### config.mk
export PLATFORM = sky130hd
export DESIGN_NAME = panel_control
export DESIGN_NICKNAME = d
export VERILOG_FILES = /design/src/panel_pkg.sv /design/src/panel_control.sv /design/src/input_filter.sv /design/src/count_filter.sv
export SDC_FILE = /design/constraint.sdc
export NUM_CORES = 1
export LEC_CHECK = 0
export ABC_AREA = 1
export BUFFER_PORTS_ARGS = -buffer_cell sky130_fd_sc_hd__buf_2
export CORE_MARGIN = 2
export CORE_UTILIZATION = 40
export DETAILED_ROUTE_END_ITERATION = 10
export GPL_TIMING_DRIVEN = 1
export SLEW_MARGIN = 20
export SYNTH_ARGS = -nofsm -noshare
export SYNTH_HDL_FRONTEND = slang
export SYNTH_SLANG_ARGS = --single-unit
### constraint.sdc
create_clock -name aclk -period 3.1 [get_ports aclk]
set_input_delay 0 -clock aclk [delete_from_list [all_inputs] [get_ports aclk]]
set_output_delay 0 -clock aclk [all_outputs]
set_load 0.01 [all_outputs]
### src/panel_pkg.sv
// Shared constants and carrier types for the counter panel control
package panel_pkg;

	// Clock rate and derived timing
	localparam int unsigned CLK_HZ          = 40_000_000;
	localparam int unsigned CLK_NS          = 25;
	localparam int unsigned HOLD_S          = 10;
	localparam int unsigned HOLD_CYC        = HOLD_S * CLK_HZ;
	localparam int unsigned SLOW_PHASE_MS   = 5;
	localparam int unsigned SLOW_PHASE_CYC  = (SLOW_PHASE_MS * (CLK_HZ / 1000));
	localparam int unsigned CLEAR_RESP_MS   = 10;
	localparam int unsigned CLEAR_RESP_CYC  = (CLEAR_RESP_MS * (CLK_HZ / 1000));
	localparam int unsigned KEY_DEB_MS      = 2;
	localparam int unsigned KEY_DEB_CYC     = (KEY_DEB_MS * (CLK_HZ / 1000));
	localparam int unsigned VAL_W           = 24;
	localparam int unsigned TIMER_W         = 32;

	// Register map
	localparam logic [7:0] REG_CTRL     = 8'h00;
	localparam logic [7:0] REG_STATUS   = 8'h04;
	localparam logic [7:0] REG_COUNT    = 8'h08;
	localparam logic [7:0] REG_EDIT     = 8'h0C;
	localparam logic [7:0] REG_SP1      = 8'h10;
	localparam logic [7:0] REG_SP2      = 8'h14;
	localparam logic [7:0] REG_TO1      = 8'h18;
	localparam logic [7:0] REG_TO2      = 8'h1C;
	localparam logic [7:0] REG_SCALE    = 8'h20;

	// Control fields
	localparam int unsigned CTRL_RTP_BIT    = 0;
	localparam int unsigned CTRL_DUAL_BIT   = 1;
	localparam int unsigned CTRL_SELF_BIT   = 2;
	localparam int unsigned CTRL_BADSUM_BIT = 3;

	// Reset values
	localparam logic [23:0] SP1_RST   = 24'h00_01F4;
	localparam logic [23:0] SP2_RST   = 24'h00_03E8;
	localparam logic [23:0] TO_RST    = 24'h00_000A;
	localparam logic [23:0] SCALE_RST = 24'h01_86A0;
	localparam logic [1:0]  RESP_OKAY   = 2'b00;
	localparam logic [1:0]  RESP_SLVERR = 2'b10;

	// Edit targets
	typedef enum logic [2:0] {
		TGT_SP1   = 3'b000,
		TGT_SP2   = 3'b001,
		TGT_TO1   = 3'b011,
		TGT_TO2   = 3'b010,
		TGT_SCALE = 3'b110
	} target_type;

	// Panel mode, Gray coded along idle -> view -> idle
	typedef enum logic [1:0] {
		MODE_IDLE = 2'b00,
		MODE_VIEW = 2'b01,
		MODE_TEST = 2'b11
	} mode_type;

	// Front keys, raw levels
	typedef struct packed {
		logic clear_key;
		logic first_setpoint_key;
		logic second_setpoint_key;
		logic accept_key;
		logic scale_factor_key;
	} keys_type;

	// Rear switches and control inputs, raw levels
	typedef struct packed {
		logic front_clear_enable_switch;
		logic input_speed_switch;
		logic scale_edit_switch;
		logic remote_clear_input;
		logic edit_lock_input;
		logic count_direction_input;
	} rear_type;

endpackage

### src/panel_control.sv
// Front panel and rear input control of a presettable event counter
//
// Our own choices: the register addresses and the AXI4-Lite interface to the registers.
`timescale 1ns/1ps
// Notes on behaviour
// - Clear loads zero or setpoint by mode
// - Front clear works only when rear-enabled
// - Clear aborts editing, outputs off, display cleared
// - Setpoint plus clear edits timed duration
// - First setpoint key shows and edits setpoint
// - Second setpoint key only on dual build
// - Accept stores and applies edited value
// - Accept ends self-test
// - Scale key edits scale, dual build only
// - Slow setting debounces count, 5 ms phases
// - Fast setting bypasses count debounce
// - Bad stored data shows fault, keeps running
// - Accept removes the stored-data fault
// - Remote clear low holds cleared state
// - Edit lock high permits edits and tests
// - Edit lock low refuses edits and tests
// - Direction high counts up, low down
// - Remote clear acts within 10 ms
// - Scale edit needs scale switch up
// - Edit timeout keeps previous stored value
module panel_control #(
	parameter int unsigned HOLD_CYCLES  = panel_pkg::HOLD_CYC,
	parameter int unsigned PHASE_CYCLES = panel_pkg::SLOW_PHASE_CYC,
	parameter int unsigned DEB_CYCLES   = panel_pkg::KEY_DEB_CYC
) (
	input  wire logic                 aclk,
	input  wire logic                 aresetn,
	input  wire panel_pkg::keys_type  keys,
	input  wire panel_pkg::rear_type  rear,
	input  wire logic                 count_input_n,
	input  wire logic                 output_active,
	output logic                      outputs_off,
	output logic                      display_fault,
	output logic [23:0]               count_value,
	input  wire logic [7:0]           s_axi_awaddr,
	input  wire logic                 s_axi_awvalid,
	output logic                      s_axi_awready,
	input  wire logic [31:0]          s_axi_wdata,
	input  wire logic [3:0]           s_axi_wstrb,
	input  wire logic                 s_axi_wvalid,
	output logic                      s_axi_wready,
	output logic [1:0]                s_axi_bresp,
	output logic                      s_axi_bvalid,
	input  wire logic                 s_axi_bready,
	input  wire logic [7:0]           s_axi_araddr,
	input  wire logic                 s_axi_arvalid,
	output logic                      s_axi_arready,
	output logic [31:0]               s_axi_rdata,
	output logic [1:0]                s_axi_rresp,
	output logic                      s_axi_rvalid,
	input  wire logic                 s_axi_rready
);
	import panel_pkg::*;

	localparam int unsigned NF = 11;       // Filtered input count
	localparam int unsigned HW = 32;       // Hold timer width

	logic [NF-1:0]  raw_in;                // Raw inputs into filters
	logic [NF-1:0]  lvl;                   // Debounced levels
	logic [NF-1:0]  rise;                  // Press edges
	logic           cnt_pulse;             // One count event
	mode_type       mode_q;                // Panel mode
	target_type     tgt_q;                 // Value under edit
	logic [HW-1:0]  hold_q;                // Edit timeout timer
	logic [23:0]    edit_q;                // Value being edited
	logic [23:0]    sp1_q;                 // Stored setpoint one
	logic [23:0]    sp2_q;                 // Stored setpoint two
	logic [23:0]    to1_q;                 // Stored timed duration one
	logic [23:0]    to2_q;                 // Stored timed duration two
	logic [23:0]    scale_q;               // Stored scale factor
	logic           rtp_q;                 // Clear to setpoint mode
	logic           dual_q;                // Dual setpoint build
	logic           bad_q;                 // Stored data check failed
	logic           aw_got_q;              // Write address held
	logic           w_got_q;               // Write data held
	logic [7:0]     awaddr_q;              // Captured write address
	logic [31:0]    wdata_q;               // Captured write data
	logic           do_clear;              // Any clear this cycle
	logic           front_clear;           // Accepted front clear
	logic           unlocked;              // Edit lock input high
	logic           hold_done;             // Timeout reached

	// Input ordering: keys, then rear controls
	assign raw_in = {keys.clear_key, keys.first_setpoint_key, keys.second_setpoint_key,
		keys.accept_key, keys.scale_factor_key, rear.front_clear_enable_switch,
		rear.input_speed_switch, rear.scale_edit_switch, rear.remote_clear_input,
		rear.edit_lock_input, rear.count_direction_input};

	// One filter per input; control lines idle high through pull-ups
	genvar gi;
	generate
		for (gi = 0; gi < NF; gi++)
		begin : g_flt
			input_filter #(
				.STABLE_CYC (DEB_CYCLES),
				.RESET_LVL  ((gi <= 2) ? 1'b1 : 1'b0)
			) u_flt (
				.aclk    (aclk),
				.aresetn (aresetn),
				.raw     (raw_in[gi]),
				.level   (lvl[gi]),
				.rise    (rise[gi])
			);
		end
	endgenerate

	// Count input conditioning
	count_filter #(
		.PHASE_CYC (PHASE_CYCLES)
	) u_cnt (
		.aclk    (aclk),
		.aresetn (aresetn),
		.raw_n   (count_input_n),
		.slow    (~lvl[4]),
		.pulse   (cnt_pulse)
	);

	// Decoded levels and press edges, bit order from raw_in
	logic k_clr_r, k_sp1, k_sp2, k_acc_r, k_sf_r;
	logic clr_en, sf_sw, rem_n, dir_up;
	assign k_clr_r  = rise[10];
	assign k_sp1    = lvl[9];
	assign k_sp2    = lvl[8];
	assign k_acc_r  = rise[7];
	assign k_sf_r   = rise[6];
	assign clr_en   = lvl[5];
	assign sf_sw    = lvl[3];
	assign rem_n    = lvl[2];
	assign unlocked = lvl[1];
	assign dir_up   = lvl[0];

	// Setpoint plus clear is a duration view, not a clear
	assign front_clear = k_clr_r & clr_en & ~k_sp1 & ~(k_sp2 & dual_q);
	// Remote filter holds 2 ms, well inside the 10 ms response
	assign do_clear  = front_clear | ~rem_n;
	assign hold_done = (hold_q == '0);

	// Bus strobes, each high for the one cycle in which a write lands
	logic ctrl_wr;
	logic test_req;
	logic edit_wr;
	assign ctrl_wr  = aw_got_q & w_got_q & ~s_axi_bvalid & (awaddr_q == REG_CTRL);
	assign test_req = ctrl_wr & wdata_q[CTRL_SELF_BIT];
	// Edit buffer from bus stands in for digit keys
	assign edit_wr  = aw_got_q & w_got_q & ~s_axi_bvalid & (awaddr_q == REG_EDIT);

	// Panel mode and edit target
	always_ff @(posedge aclk)
	begin
		if (!aresetn)
		begin
			mode_q <= MODE_IDLE;
			tgt_q  <= TGT_SP1;
			hold_q <= '0;
			edit_q <= '0;
		end
		else if (do_clear)
		begin
			mode_q <= MODE_IDLE;
			hold_q <= '0;
		end
		else if (test_req)
			mode_q <= MODE_TEST;
		else if (mode_q == MODE_TEST)
		begin
			if (k_acc_r)
				mode_q <= MODE_IDLE;
		end
		else if (k_clr_r & clr_en & k_sp1)
		begin
			mode_q <= MODE_VIEW;
			tgt_q  <= TGT_TO1;
			edit_q <= to1_q;
			hold_q <= HW'(HOLD_CYCLES);
		end
		else if (k_clr_r & clr_en & k_sp2 & dual_q)
		begin
			mode_q <= MODE_VIEW;
			tgt_q  <= TGT_TO2;
			edit_q <= to2_q;
			hold_q <= HW'(HOLD_CYCLES);
		end
		else if (rise[9])
		begin
			mode_q <= MODE_VIEW;
			tgt_q  <= TGT_SP1;
			edit_q <= sp1_q;
			hold_q <= HW'(HOLD_CYCLES);
		end
		else if (rise[8] & dual_q)
		begin
			mode_q <= MODE_VIEW;
			tgt_q  <= TGT_SP2;
			edit_q <= sp2_q;
			hold_q <= HW'(HOLD_CYCLES);
		end
		else if (k_sf_r & dual_q)
		begin
			mode_q <= MODE_VIEW;
			tgt_q  <= TGT_SCALE;
			edit_q <= scale_q;
			hold_q <= HW'(HOLD_CYCLES);
		end
		else if (mode_q == MODE_VIEW)
		begin
			// Software digits replace the shown value
			if (edit_wr)
				edit_q <= wdata_q[VAL_W-1:0];
			// Timer restarts while either setpoint key is held
			if (k_sp1 | k_sp2)
				hold_q <= HW'(HOLD_CYCLES);
			else if (k_acc_r | hold_done)
				mode_q <= MODE_IDLE;
			else
				hold_q <= hold_q - HW'(1);
		end
	end

	// Write permission for the value under edit
	logic may_store;
	assign may_store = unlocked & ((tgt_q != TGT_SCALE) | sf_sw);

	// Stored values and control written by accept or bus
	always_ff @(posedge aclk)
	begin
		if (!aresetn)
		begin
			sp1_q   <= SP1_RST;
			sp2_q   <= SP2_RST;
			to1_q   <= TO_RST;
			to2_q   <= TO_RST;
			scale_q <= SCALE_RST;
			rtp_q   <= 1'b0;
			dual_q  <= 1'b0;
		end
		else
		begin
			if (!do_clear && mode_q == MODE_VIEW && k_acc_r && may_store)
			begin
				unique case (tgt_q)
					TGT_SP1:   sp1_q   <= edit_q;
					TGT_SP2:   sp2_q   <= edit_q;
					TGT_TO1:   to1_q   <= edit_q;
					TGT_TO2:   to2_q   <= edit_q;
					TGT_SCALE: scale_q <= edit_q;
					default:   sp1_q   <= sp1_q;
				endcase
			end
			if (aw_got_q && w_got_q && !s_axi_bvalid)
			begin
				if (awaddr_q == REG_CTRL)
				begin
					rtp_q  <= wdata_q[CTRL_RTP_BIT];
					dual_q <= wdata_q[CTRL_DUAL_BIT];
				end
			end
		end
	end

	// Count value, clear first
	always_ff @(posedge aclk)
	begin
		if (!aresetn)
			count_value <= '0;
		else if (do_clear)
			count_value <= rtp_q ? sp1_q : '0;
		else if (cnt_pulse)
			count_value <= dir_up ? count_value + 24'h00_0001
				: count_value - 24'h00_0001;
	end

	// Outputs forced off while clearing
	always_ff @(posedge aclk)
	begin
		if (!aresetn)
			outputs_off <= 1'b1;
		else
			outputs_off <= do_clear | ~output_active;
	end

	// Stored-data fault: the start-up check lives outside and reports over the bus
	// Accept clears it, but a report in the same cycle wins
	always_ff @(posedge aclk)
	begin
		if (!aresetn)
		begin
			display_fault <= 1'b0;
			bad_q         <= 1'b0;
		end
		else
		begin
			if (ctrl_wr && wdata_q[CTRL_BADSUM_BIT])
				display_fault <= 1'b1;
			else if (k_acc_r)
				display_fault <= 1'b0;
			if (ctrl_wr)
				bad_q <= wdata_q[CTRL_BADSUM_BIT];
		end
	end

	// AXI write channel capture
	always_ff @(posedge aclk)
	begin
		if (!aresetn)
		begin
			aw_got_q      <= 1'b0;
			w_got_q       <= 1'b0;
			awaddr_q      <= '0;
			wdata_q       <= '0;
			s_axi_awready <= 1'b0;
			s_axi_wready  <= 1'b0;
			s_axi_bvalid  <= 1'b0;
			s_axi_bresp   <= RESP_OKAY;
		end
		else
		begin
			s_axi_awready <= ~aw_got_q & ~s_axi_awready & s_axi_awvalid;
			s_axi_wready  <= ~w_got_q & ~s_axi_wready & s_axi_wvalid;
			if (s_axi_awvalid && s_axi_awready)
			begin
				aw_got_q <= 1'b1;
				awaddr_q <= s_axi_awaddr;
			end
			if (s_axi_wvalid && s_axi_wready)
			begin
				w_got_q <= 1'b1;
				wdata_q <= s_axi_wdata;
			end
			if (aw_got_q && w_got_q && !s_axi_bvalid)
			begin
				s_axi_bvalid <= 1'b1;
				s_axi_bresp  <= (awaddr_q == REG_CTRL || awaddr_q == REG_EDIT)
					? RESP_OKAY : RESP_SLVERR;
			end
			else if (s_axi_bvalid && s_axi_bready)
			begin
				s_axi_bvalid <= 1'b0;
				aw_got_q     <= 1'b0;
				w_got_q      <= 1'b0;
			end
		end
	end

	// Output testing only inside self-test and only with the lock open
	logic test_on_q; // Output test allowed
	always_ff @(posedge aclk)
	begin
		if (!aresetn)
			test_on_q <= 1'b0;
		else
			test_on_q <= unlocked & (test_req | (mode_q == MODE_TEST));
	end

	// AXI read channel
	always_ff @(posedge aclk)
	begin
		if (!aresetn)
		begin
			s_axi_arready <= 1'b0;
			s_axi_rvalid  <= 1'b0;
			s_axi_rdata   <= '0;
			s_axi_rresp   <= RESP_OKAY;
		end
		else
		begin
			s_axi_arready <= ~s_axi_rvalid & ~s_axi_arready & s_axi_arvalid;
			if (s_axi_arvalid && s_axi_arready)
			begin
				s_axi_rvalid <= 1'b1;
				s_axi_rresp  <= RESP_OKAY;
				unique case (s_axi_araddr)
					REG_CTRL:   s_axi_rdata <= {28'h000_0000, bad_q, 1'b0, dual_q, rtp_q};
					REG_STATUS: s_axi_rdata <= {26'h000_0000, test_on_q, display_fault,
						unlocked, mode_q, do_clear};
					REG_COUNT:  s_axi_rdata <= {8'h00, count_value};
					REG_EDIT:   s_axi_rdata <= {8'h00, edit_q};
					REG_SP1:    s_axi_rdata <= {8'h00, sp1_q};
					REG_SP2:    s_axi_rdata <= {8'h00, sp2_q};
					REG_TO1:    s_axi_rdata <= {8'h00, to1_q};
					REG_TO2:    s_axi_rdata <= {8'h00, to2_q};
					REG_SCALE:  s_axi_rdata <= {8'h00, scale_q};
					default:
					begin
						s_axi_rdata <= '0;
						s_axi_rresp <= RESP_SLVERR;
					end
				endcase
			end
			else if (s_axi_rvalid && s_axi_rready)
				s_axi_rvalid <= 1'b0;
		end
	end

endmodule

### src/input_filter.sv
// Synchroniser and debouncer for one slow input, with press-edge pulse
`timescale 1ns/1ps
module input_filter #(
	parameter int unsigned STABLE_CYC = 80_000,
	parameter logic        RESET_LVL  = 1'b0
) (
	input  wire logic aclk,
	input  wire logic aresetn,
	input  wire logic raw,
	output logic      level,
	output logic      rise
);
	import panel_pkg::*;

	localparam int unsigned CW = $clog2(STABLE_CYC + 1);

	logic          meta_q;  // First synchroniser stage
	logic          sync_q;  // Second synchroniser stage
	logic [CW-1:0] cnt_q;   // Stability counter

	// Two-stage synchroniser; only sync_q reads meta_q
	always_ff @(posedge aclk)
	begin
		if (!aresetn)
		begin
			meta_q <= RESET_LVL;
			sync_q <= RESET_LVL;
		end
		else
		begin
			meta_q <= raw;
			sync_q <= meta_q;
		end
	end

	// Level accepted only after it stands still long enough
	always_ff @(posedge aclk)
	begin
		if (!aresetn)
		begin
			cnt_q <= '0;
			level <= RESET_LVL;
			rise  <= 1'b0;
		end
		else
		begin
			rise <= 1'b0;
			if (sync_q == level)
				cnt_q <= '0;
			else if (cnt_q >= CW'(STABLE_CYC - 1))
			begin
				cnt_q <= '0;
				level <= sync_q;
				rise  <= sync_q; // One pulse per press edge
			end
			else
				cnt_q <= cnt_q + CW'(1);
		end
	end

endmodule

### src/count_filter.sv
// Count input conditioning: slow debounce or fast bypass, fall-edge pulse
`timescale 1ns/1ps
module count_filter #(
	parameter int unsigned PHASE_CYC = 200_000
) (
	input  wire logic aclk,
	input  wire logic aresetn,
	input  wire logic raw_n,
	input  wire logic slow,
	output logic      pulse
);
	import panel_pkg::*;

	localparam int unsigned CW = $clog2(PHASE_CYC + 1);

	logic          meta_q;  // First stage
	logic          sync_q;  // Second stage
	logic          fast_q;  // Last fast sample
	logic          slow_q;  // Debounced level
	logic [CW-1:0] cnt_q;   // Phase counter

	// Synchroniser
	always_ff @(posedge aclk)
	begin
		if (!aresetn)
		begin
			meta_q <= 1'b1;
			sync_q <= 1'b1;
		end
		else
		begin
			meta_q <= raw_n;
			sync_q <= meta_q;
		end
	end

	// Fast path keeps one sample; slow path demands each phase stand 5 ms
	always_ff @(posedge aclk)
	begin
		if (!aresetn)
		begin
			fast_q <= 1'b1;
			slow_q <= 1'b1;
			cnt_q  <= '0;
			pulse  <= 1'b0;
		end
		else
		begin
			fast_q <= sync_q;
			pulse  <= 1'b0;
			if (!slow)
			begin
				pulse  <= fast_q & ~sync_q;
				slow_q <= sync_q;
				cnt_q  <= '0;
			end
			else if (sync_q == slow_q)
				cnt_q <= '0;
			else if (cnt_q >= CW'(PHASE_CYC - 1))
			begin
				cnt_q  <= '0;
				slow_q <= sync_q;
				pulse  <= ~sync_q;
			end
			else
				cnt_q <= cnt_q + CW'(1);
		end
	end

endmodule

==> summary.txt, run 1 <==
Run status
  – Status: finished clean

Worst setup path
  – Slowest-stage cell, CP: nand4_2
  – CP required: 3.62 ns
  – Reg2reg setup slack: 0.58 ns
  – Kind of critical path: reg -> reg
  – Crit path top cell by count: a21oi_1
  – Setup crit start kind: flip-flop
  – Worst r2r path cells: 10
  – Top Family by Delay on Critical Path: simple AND/OR/NAND/NOR gates
  – Worst setup EP type: flip-flop
  – Worst path bufs/invs: 3
  – Worst r2r src: mode_q[0]$_SDFFE_PP0P_
  – Crit path launch: mode_q[0]$_SDFFE_PP0P_
  – WP depth: 10
  – Critical Path, Cell by Cell: inv_1 > nor2_1 > nand3_1 > a21oi_1 > nand2_1 > inv_2 > nand4_2 > buf_12 > o21ai_0 > a21oi_1
  – CP max stage delay: 0.59 ns
  – Reg2reg end: to1_q[11]$_SDFFE_PN0P_
  – Worst-path fanout max: 26
  – Crit path arrival time: 3.04 ns

Logic synthesis
  – Share of synthesized flip-flops with an asynchronous set or reset: 0
  – Count leader, synth: nand2_1
  – Post-synthesis average cell area: 6.96 um^2
  – Post-Syn Area: 25500 um^2
  – Synth top area share: 0.411
  – Number of enable flip-flop cells after synthesis: 0
  – Post-synth top flop: dfxtp_1
  – Ranking of synthesized cells by area: dfxtp_1, nand2_1, a21oi_1, inv_1, nor2_1
  – Syn Inst Count: 3670
  – Synth area leader: dfxtp_1
  – Count of cell types in the netlist: 49
  – Synth Register Bits: 524
  – Register area share after synthesis: 0.411
  – Synth Warn #: 0
  – Post-synth top cells: nand2_1, dfxtp_1, inv_1, nor2_1, a21oi_1

Pwr
  – Sequential Power Share: 0.472
  – Total Power: 14400 uW
  – Sw Share: 0.219
  – Comb pwr share: 0.030
  – Leak pwr: 0.0120 uW
  – Int Pwr: 11200 uW
  – Clock Power Share: 0.497
  – Sw Pwr: 3160 uW
  – Pwr/cell area: 486 nW/um^2
  – Worst VDD drop: 0.000364 V

Drt
  – WL/cell: 15.5 um
  – Routed via count: 24.0k
  – Initial drt markers: 1708
  – Vias/cell: 5.10
  – Post-Route WL: 73200 um
  – DRC errors left: 0
  – DRT Pass-1 Iters: 6
  – Routed Antenna Nets: 0

Floorplan
  – Initial Utilization: 0.405
  – FP Rows: 92
  – Core area: 63100 um^2
  – IO Pins: 139
  – Die W: 257 um
  – Die span in y: 257 um
  – Die Footprint: 65900 um^2

CTS
  – CTS tree: built
  – Clk_lat worst skew: 0.63 ns
  – Clock sinks: 524
  – H-tree depth: 2
  – CTS root buf: clkbuf_16
  – Clock Path Buffers: 3
  – Setup Buffers After CTS: 0
  – Reg clk slew, reported paths: 0.06 ns
  – TritonCTS Buffers: 57

STA
  – Worst setup margin: 0.578 ns
  – RSZ-0062 raised after global routing: false
  – Ratio of final minimum period to clock period: 0.814
  – Slew Limit Fails: 0
  – Worst-case clock skew: 0.0195 ns
  – Setup_tns: 0 ns
  – Max_slew headroom: 0.453
  – Slew @ Worst Pin: 0.821 ns
  – Max Clk Rate: 0.397 GHz
  – Final setup fails: 0
  – Tmin final: 2.52 ns
  – Hold Vio Cnt, Final: 0

Global routing
  – Antenna violations before repair: 0
  – Global-route wire length before repair: 119000 um
  – Grt total ovfl: 0
  – GRT Total Usage: 0.220
  – Number of global-route vias before repair: 22.6k
  – Largest net degree at the start of global routing: 90

Worst hold path
  – Hold path cells: 8
  – Worst hold endpoint: s_axi_rdata[0]$_SDFFE_PN0P_
  – Min-delay src: s_axi_araddr[2]
  – Hold crit path type: in -> reg

Layout
  – Layout cells sized above 1: 0.0819
  – Area delta synth->final: 16.1%
  – Final-stage net count: 3931

Place
  – Routability Congestion: 0.892
  – Pre-CTS setup slack: 0.643 ns
  – Port Buffers: 116
  – DP Wirelength: 49800 um

Flow run
  – Max-cap violation count: 0
metrics by stage:
| stage | hold WS (ns) | instance area [um^2] | instances | util |
|---|---|---|---|---|
| floorplan | 0.0700 | 25600 | 3679 | - |
| global placement | 0.172 | 27000 | 4541 | 0.427 |
| detailed placement | 0.174 | 27000 | 4541 | 0.427 |
| CTS | 0.00344 | 29600 | 4715 | 0.470 |
| global route | 0.0935 | 29600 | 4715 | 0.470 |
| finish | 0.0312 | 29600 | 4716 | 0.470 |
routing by layer:
metal | vias to the layer above | track usage | wire length (um)
li1 | 12298 | - | -
met1 | 10950 | 0.298 | 33600
met3 | 141 | 0.0345 | 4910
met2 | 649 | 0.358 | 32400
met4 | 0 | 0.0730 | 2400
met5 | - | 0 | 0
kinds of logic (layout without fill, tap and decap cells):
kind of cell             Yosys count  after routing  synth area share
AND/OR/NAND/NOR                 1572           1572             0.265
AO/OA/AOI/OAI                    775            775             0.164
buffers and inverters            633            823            0.0972
flip-flops                       524            524             0.411
XOR/XNOR                         129            129            0.0443
adder cells (fa/ha/maj)           36             36            0.0179
other                              1             11          0.000147
sequential cells by signal (all words and copies together) (netlist names), 2 cells and up:
signal and count:
sp2_q 24, mode_q 2, s_axi_rdata 24, g_flt.u_flt.cnt_q 187, u_cnt.cnt_q 18, to1_q 24
count_value 24, wdata_q 24, g_flt.u_flt.rise 5, g_flt.u_flt.level 11, sp1_q 24, edit_q 24
g_flt.u_flt.sync_q 11, awaddr_q 8, g_flt.u_flt.meta_q 11, to2_q 24, scale_q 24, tgt_q 3
hold_q 32
tightest hold or removal path: stages:
cell and delay [ns]:
buf_2 0.11, nor2_1 0.06, nand2_1 0.07, o21ai_0 0.08, nor2_1 0.10, nand3_1 0.08
nand2_1 0.07, a21oi_1 0.05
how the worst max path moves through the flow:
stage	endpoint	slack, ns
after detailed placement	to1_q[11]$_SDFFE_PN0P_	0.64
after floorplan	count_value[11]$_SDFFE_PN0P_	0.92
after CTS	to1_q[11]$_SDFFE_PN0P_	0.63
after global placement	to1_q[18]$_SDFFE_PN0P_	0.64
final	to1_q[11]$_SDFFE_PN0P_	0.58
after global routing	to1_q[18]$_SDFFE_PN0P_	0.35
cell type report:
type	count	area, um^2
Fill cell	6493	33500
Multi-Input combinational cell	2522	12600
Sequential cell	524	10500
Inverter	490	1840
Clock buffer	80	1650
Timing Repair Buffer	228	1630
Tap cell	846	1060
Clock inverter	25	327
Antenna cell	1	2.50
placed cells by master (no fill, tap or decap), types with 7 or more instances in the layout:
cell type / n
conb_1: 10
buf_4: 41
inv_1: 475
clkbuf_16: 57
o21ai_1: 8
nand3_1: 196
or2_2: 22
o211ai_1: 45
nor3_1: 97
clkbuf_8: 14
nor3b_1: 8
clkbuf_1: 9
nand4_1: 77
a21oi_1: 374
xor2_1: 94
inv_2: 15
nor4_1: 16
nor2_1: 464
ha_1: 35
clkinv_2: 9
o22ai_1: 48
dlygate4sd3_1: 69
buf_2: 115
nand3b_1: 20
nand2_1: 644
a31oi_1: 14
bufinv_16: 7
a22oi_1: 24
o21ai_0: 241
xnor2_1: 35
o31ai_1: 7
dfxtp_1: 524
timing repair:
| item | CTS | global route |
|---|---|---|
| gates resized for setup | 0 | 0 |
| hold endpoints to repair | 64 | 0 |
| hold buffers | 69 | 0 |
power groups by stage:
| stage | Sequential [uW] | Combinational, uW | Clock (uW) |
|---|---|---|---|
| final | 6800 | 437 | 7160 |
| after global routing | 6810 | 488 | 7620 |
| after CTS | 6800 | 435 | 7360 |
| after detailed placement | 6950 | 367 | 0 |
| after global placement | 6950 | 365 | 0 |
| after floorplan | 6950 | 234 | 0 |
Power figures use the tool's default switching activity.
==> run 2, diff against run 1 <==
- clock period: 3.1 -> 2.43 ns (I/O delays scaled with it)
==> run 2 against run 1 <==
Core utilization is 0.55 points higher. Critical path type unchanged. Hold slack better by 0.022 ns. Wire length is 0.41% higher.
==> summary.txt, run 2 (synthesized netlist as in run 1, its figures left out) <==
Layout
  – Final-stage net count: 3962 (+0.79%)
  – Top reg by flops: g_flt.u_flt.cnt_q
  – Most frequent cells in the layout: nand2_1, dfxtp_1, inv_1
  – Top Registers: g_flt.u_flt.cnt_q (187), hold_q (32)
  – Area delta synth->final: 17.4%
  – Largest register FFs: 187 (unchanged)
  – Commonest non-fill, non-tap cell in the layout: nand2_1
  – Fin util: 0.475 (+0.00551)
  – Layout cells sized above 1: 0.0885 (+0.00653)

CTS
  – Setup Buffers After CTS: 0 (unchanged)
  – Clock Path Buffers: 3 (unchanged)
  – CTS tree: built
  – TritonCTS Buffers: 56 (-1.8%)
  – H-tree depth: 2 (unchanged)
  – CTS root buf: clkbuf_16
  – Clock sinks: 524 (unchanged)
  – Reg clk slew, reported paths: 0.06 ns (about the same)
  – Clk_lat worst skew: 0.64 ns (about the same)

Drt
  – Routed via count: 24.0k (-0.17%)
  – WL/cell: 15.5 um (-0.24%)
  – DRC errors left: 0 (unchanged)
  – DRT Pass-1 Iters: 8 (+2)
  – Met1 wire length: 34000 um (+1.4%)
  – DR WL met2: 32500 um (+0.43%)
  – Routed Antenna Nets: 0 (unchanged)
  – Initial drt markers: 1938 (+13%)
  – Post-Route WL: 73600 um (+0.41%)
  – Vias/cell: 5.06 (-0.82%)
  – Routed wl met3: 4910 um (about the same)
  – Top Layer Used: met4

Worst hold path
  – Hold crit path type: in -> reg

Place
  – DP Wirelength: 50300 um (+0.89%)
  – Routability Congestion: 0.900 (+0.90%)
  – Port Buffers: 116 (unchanged)

STA
  – Slew @ Worst Pin: 0.804 ns (-0.0171 ns)
  – Slew Limit Fails: 0 (unchanged)
  – Tmin final: 2.25 ns (-0.276 ns)
  – Ratio of final minimum period to clock period: 0.924 (+0.111)
  – RSZ-0062 raised after global routing: false
  – Max Clk Rate: 0.445 GHz (+12%)
  – Setup_tns: 0 ns (unchanged)
  – Hold Vio Cnt, Final: 0 (unchanged)
  – Max_slew headroom: 0.464 (+0.0114)
  – Worst-case clock skew: 0.0236 ns (+0.00412 ns)
  – Final setup fails: 0 (unchanged)

Worst setup path
  – CP required: 2.95 ns (-0.67 ns)
  – Worst setup EP type: flip-flop
  – Crit path arrival time: 2.76 ns (-0.28 ns)
  – Kind of critical path: reg -> reg
  – Worst-path fanout max: 24 (-7.7%)
  – Setup crit start kind: flip-flop

Pwr
  – Clock Power Share: 0.496 (about the same)
  – Sequential Power Share: 0.473 (about the same)
  – Sw Share: 0.222 (+0.00302)
  – Worst VDD drop: 0.000607 V (+67%)
  – Int Pwr: 14300 uW (+27%)
  – Comb pwr share: 0.031 (about the same)
  – Leak pwr: 0.0122 uW (+1.6%)
  – Pwr/cell area: 613 nW/um^2 (+26%)
  – Sw Pwr: 4080 uW (+29%)

Flow run
  – Max-cap violation count: 0 (unchanged)

Global routing
  – Largest net degree at the start of global routing: 195 (+120%)
  – Antenna violations before repair: 0 (unchanged)
  – Number of global-route vias before repair: 22.5k (-0.24%)
  – GRT Total Usage: 0.219 (-0.00147)
  – Grt total ovfl: 0 (unchanged)
  – Global-route wire length before repair: 118000 um (-0.71%)

Floorplan
  – Die W: 257 um (unchanged)
  – Die Footprint: 65900 um^2 (unchanged)
  – FP Rows: 92 (unchanged)
  – Die span in y: 257 um (unchanged)
  – Core area: 63100 um^2 (unchanged)
  – Initial Utilization: 0.405 (unchanged)
  – IO Pins: 139 (unchanged)

Run status
  – Status: finished clean
## run 2: what timing repair did
item                                    CTS  global route
resized for setup                         0             2
endpoints found under the hold margin    94             0
endpoints found under the setup margin    0            10
hold buffers                             75             0
## run 2: area by class of cell
cell class,count,area (um^2)
Fill cell,6484,33100
Multi-Input combinational cell,2522,12600
Sequential cell,524,10500
Timing Repair Buffer,260,1960
Inverter,490,1840
Clock buffer,84,1740
Tap cell,846,1060
Clock inverter,20,262
Antenna cell,1,2.50
## run 2: path summary, 6_finish.rpt
kind / from / endpoint / slack, ns / cells after the start
worst max-delay path: g_flt[0].u_flt.level$_SDFFE_PN1P_ / count_value[11]$_SDFFE_PN0P_ / 0.18 / 9
worst min-delay path: s_axi_araddr[0] / s_axi_rdata[5]$_SDFFE_PN0P_ / 0.05 / 8
worst max register to register: g_flt[0].u_flt.level$_SDFFE_PN1P_ / count_value[11]$_SDFFE_PN0P_ / 0.18 / 9
worst min register to register: u_cnt.meta_q$_SDFF_PN1_ / u_cnt.sync_q$_SDFF_PN1_ / 0.41 / 1
## run 2: power by group through the flow
| stage | logic (uW) | clock network, uW | registers (uW) |
|---|---|---|---|
| 6_report | 576 | 9110 | 8680 |
| 5_1_grt | 637 | 9700 | 8680 |
| 4_1_cts | 574 | 9370 | 8680 |
| 3_5_place_dp | 478 | 0 | 8870 |
| 3_3_place_gp | 478 | 0 | 8870 |
| 2_1_floorplan | 299 | 0 | 8870 |
## run 2: worst max-delay path, cell delays in order (launching register included)
cell	delay, ns
dfxtp_1	0.39
inv_1	0.09
buf_12	0.17
ha_1	0.36
nand2_1	0.10
o21ai_0	0.45
a21oi_1	0.15
or2_2	0.30
nand2_1	0.07
a21oi_1	0.05
## run 2: stage by stage
stage | setup slack, ns | area, um^2 | total power [uW] | instances | hold WS (ns)
finish | 0.184 | 30000 | 18400 | 4747 | 0.0536
global route | 0.0171 | 30000 | 19000 | 4746 | 0.0939
CTS | 0.139 | 30000 | 18600 | 4746 | 0.0172
detailed placement | 0.162 | 27200 | 9350 | 4567 | 0.172
global placement | 0.175 | 27200 | 9350 | 4567 | 0.175
floorplan | 0.251 | 25600 | 9160 | 3679 | 0.0700
## run 2: per-layer routing
metal | vias up | track usage
met2 | 646 | 0.351
met5 | - | 0
met1 | 10884 | 0.297
met3 | 115 | 0.0382
met4 | 0 | 0.0717
li1 | 12353 | -
==> run 3, diff against run 2 <==
- SYNTH_HIERARCHICAL: unset -> 1
==> run 3 against run 2 <==
Die area rose by 5.3%. Via count rose by 2.8%. Sequential share of layout area fell by 1.1 points. Hold slack improved by 0.039 ns. Largest cell class unchanged. Largest power group unchanged.
==> summary.txt, run 3 <==
Run status
  – Status: finished clean

Layout
  – Layout cells sized above 1: 0.106 (+0.0173)
  – Top reg by flops: g_flt.u_flt/cnt_q
  – Largest register FFs: 187 (unchanged)
  – Area delta synth->final: 15.1%
  – Fin util: 0.463 (-0.0121)
  – Post-Layout Cell Count: 4959 (+4.5%)
  – Commonest non-fill, non-tap cell in the layout: nand2_1
  – Final Instance Area: 30900 um^2 (+3.2%)
  – Most frequent cells in the layout: nand2_1, nor2_1, dfxtp_1
  – # diodes: 0 (-1)
  – Top Registers: g_flt.u_flt/cnt_q (187), hold_q (32)
  – Final-stage net count: 4146 (+4.6%)

CTS
  – CTS tree: built
  – CTS root buf: clkbuf_16
  – Setup Buffers After CTS: 0 (unchanged)
  – Clk_lat worst skew: 0.63 ns (about the same)
  – TritonCTS Buffers: 59 (+5.4%)
  – H-tree depth: 2 (unchanged)
  – Clock sinks: 524 (unchanged)
  – Reg clk slew, reported paths: 0.06 ns (about the same)
  – Clock Path Buffers: 3 (unchanged)

Global routing
  – Grt total ovfl: 0 (unchanged)
  – Antenna violations before repair: 7 (+7)
  – Largest net degree at the start of global routing: 71 (-64%)
  – Number of global-route vias before repair: 22.8k (+0.94%)
  – GRT Total Usage: 0.204 (-0.0142)
  – Global-route wire length before repair: 117000 um (-0.47%)

Pwr
  – Leak pwr: 0.0126 uW (+2.7%)
  – Total Power: 18300 uW (-0.41%)
  – Pwr/cell area: 591 nW/um^2 (-3.5%)
  – Worst VDD drop: 0.000637 V (+5.0%)

STA
  – Ratio of final minimum period to clock period: 0.941 (+0.0164)
  – Tmin final: 2.29 ns (+0.0400 ns)
  – Max Clk Rate: 0.438 GHz (-1.7%)
  – Worst-case clock skew: 0.0292 ns (+0.00553 ns)
  – Final setup fails: 0 (unchanged)
  – Setup_tns: 0 ns (unchanged)
  – Max_slew headroom: 0.489 (+0.0254)
  – Hold Vio Cnt, Final: 0 (unchanged)
  – Slew Limit Fails: 0 (unchanged)
  – RSZ-0062 raised after global routing: false
  – Slew @ Worst Pin: 0.766 ns (-0.0382 ns)

Worst setup path
  – CP required: 2.97 ns (+0.02 ns)
  – Crit path arrival time: 2.82 ns (+0.06 ns)
  – Reg2reg setup slack: 0.14 ns (-0.04 ns)
  – Worst r2r src: awaddr_q[4]$_SDFFE_PN0P_
  – Worst r2r path cells: 10 (+1)
  – Reg2reg end: edit_q[13]$_SDFFE_PN0P_
  – Worst-path fanout max: 48 (+100%)
  – Kind of critical path: reg -> reg
  – Worst setup EP type: flip-flop
  – Setup crit start kind: flip-flop

Place
  – Placed cell area: 28300 um^2 (+4.1%)
  – Routability Congestion: 0.933 (+3.7%)
  – Port Buffers: 116 (unchanged)
  – DP Wirelength: 50300 um (+0.12%)
  – Placed cells: 4788 (+4.8%)

Drt
  – Routed via count: 24.7k (+2.8%)
  – DRC errors left: 0 (unchanged)
  – Initial drt markers: 1774 (-8.5%)
  – WL/cell: 14.5 um (-6.4%)
  – Post-Route WL: 71900 um (-2.2%)
  – DRT Pass-1 Iters: 6 (-2)
  – Vias/cell: 4.97 (-1.6%)
  – Routed Antenna Nets: 0 (unchanged)

Logic synthesis
  – Synth Warn #: 6 (+6)
  – Post-Syn Area: 26900 um^2 (+5.3%)
  – Syn Inst Count: 3885 (+5.9%)
  – Post-synthesis average cell area: 6.92 um^2 (-0.50%)

Floorplan
  – Initial Utilization: 0.402 (-0.00216)
  – Die span in y: 263 um (+2.6%)
  – Die Footprint: 69300 um^2 (+5.3%)
  – Core area: 66800 um^2 (+5.9%)
  – Die W: 263 um (+2.6%)
  – FP Rows: 95 (+3.3%)
  – IO Pins: 139 (unchanged)

Worst hold path
  – Min-delay src: rear[2]
  – Hold crit path type: in -> reg
  – Hold path cells: 4 (-4)
  – Worst hold endpoint: g_flt[2].u_flt/meta_q$_SDFF_PN1_

Flow run
  – Max-cap violation count: 0 (unchanged)
==> run 3: how the worst max path moves through the flow <==
| stage | startpoint | end | slack (ns) | cells after the start |
|---|---|---|---|---|
| global placement | g_flt[0].u_flt/level$_SDFFE_PN1P_ | count_value[20]$_SDFFE_PN0P_ | 0.22 | 12 |
| CTS | g_flt[0].u_flt/level$_SDFFE_PN1P_ | count_value[20]$_SDFFE_PN0P_ | 0.16 | 10 |
| finish | awaddr_q[4]$_SDFFE_PN0P_ | edit_q[13]$_SDFFE_PN0P_ | 0.14 | 10 |
| detailed placement | g_flt[0].u_flt/level$_SDFFE_PN1P_ | count_value[20]$_SDFFE_PN0P_ | 0.16 | 10 |
| global route | g_flt[0].u_flt/level$_SDFFE_PN1P_ | count_value[20]$_SDFFE_PN0P_ | 0.004 | 10 |
| floorplan | g_flt[0].u_flt/level$_SDFFE_PN1P_ | count_value[11]$_SDFFE_PN0P_ | 0.18 | 10 |
==> run 3: through the flow <==
step	hold slack (ns)	worst slack (ns)
after floorplan	0.0687	0.179
after global placement	0.170	0.221
after detailed placement	0.175	0.160
after CTS	0.0501	0.158
after global routing	0.0814	0.00430
final	0.0925	0.145
==> run 3: layout make-up <==
type                       instances  area, um^2
timing repair buffer             221        1650
clock buffer                      81        1710
clock inverter                    28         267
sequential                       524       10500
tap                              873        1090
inverter                         441        1660
fill                            6935       35900
multi-input combinational       2791       14100
==> run 3: report_power, final <==
| part | internal (uW) | switching, uW | leakage, uW |
|---|---|---|---|
| Sequential | 8650 | 37.1 | 0.00423 |
| Clock | 5330 | 3710 | 0.000986 |
| Combinational | 217 | 343 | 0.00735 |
| Total | 14200 | 4090 | 0.0126 |
==> run 3: critical path, cell delays in order (launching register included) <==
cell,delay [ns]
dfxtp_1,0.30
inv_1,0.06
nand2_1,0.06
nor2_1,0.31
inv_1,0.10
nor3_1,0.42
nand2_1,0.18
a21oi_4,0.23
buf_12,0.25
o21ai_0,0.10
a21oi_1,0.17
==> run 3: layer usage <==
metal / GRT usage / part of all wire / wire length, um
met5: 0 / 0.00049 / 35
met4: 0.0551 / 0.022 / 1600
met3: 0.0333 / 0.060 / 4310
met2: 0.323 / 0.43 / 31000
met1: 0.288 / 0.49 / 35000
==> run 3: what timing repair did <==
action                                  4_1_cts  5_1_grt
hold buffers                                 62        0
gates resized for setup                       0        5
hold endpoints to repair                     94        0
endpoints found under the setup margin        0       12
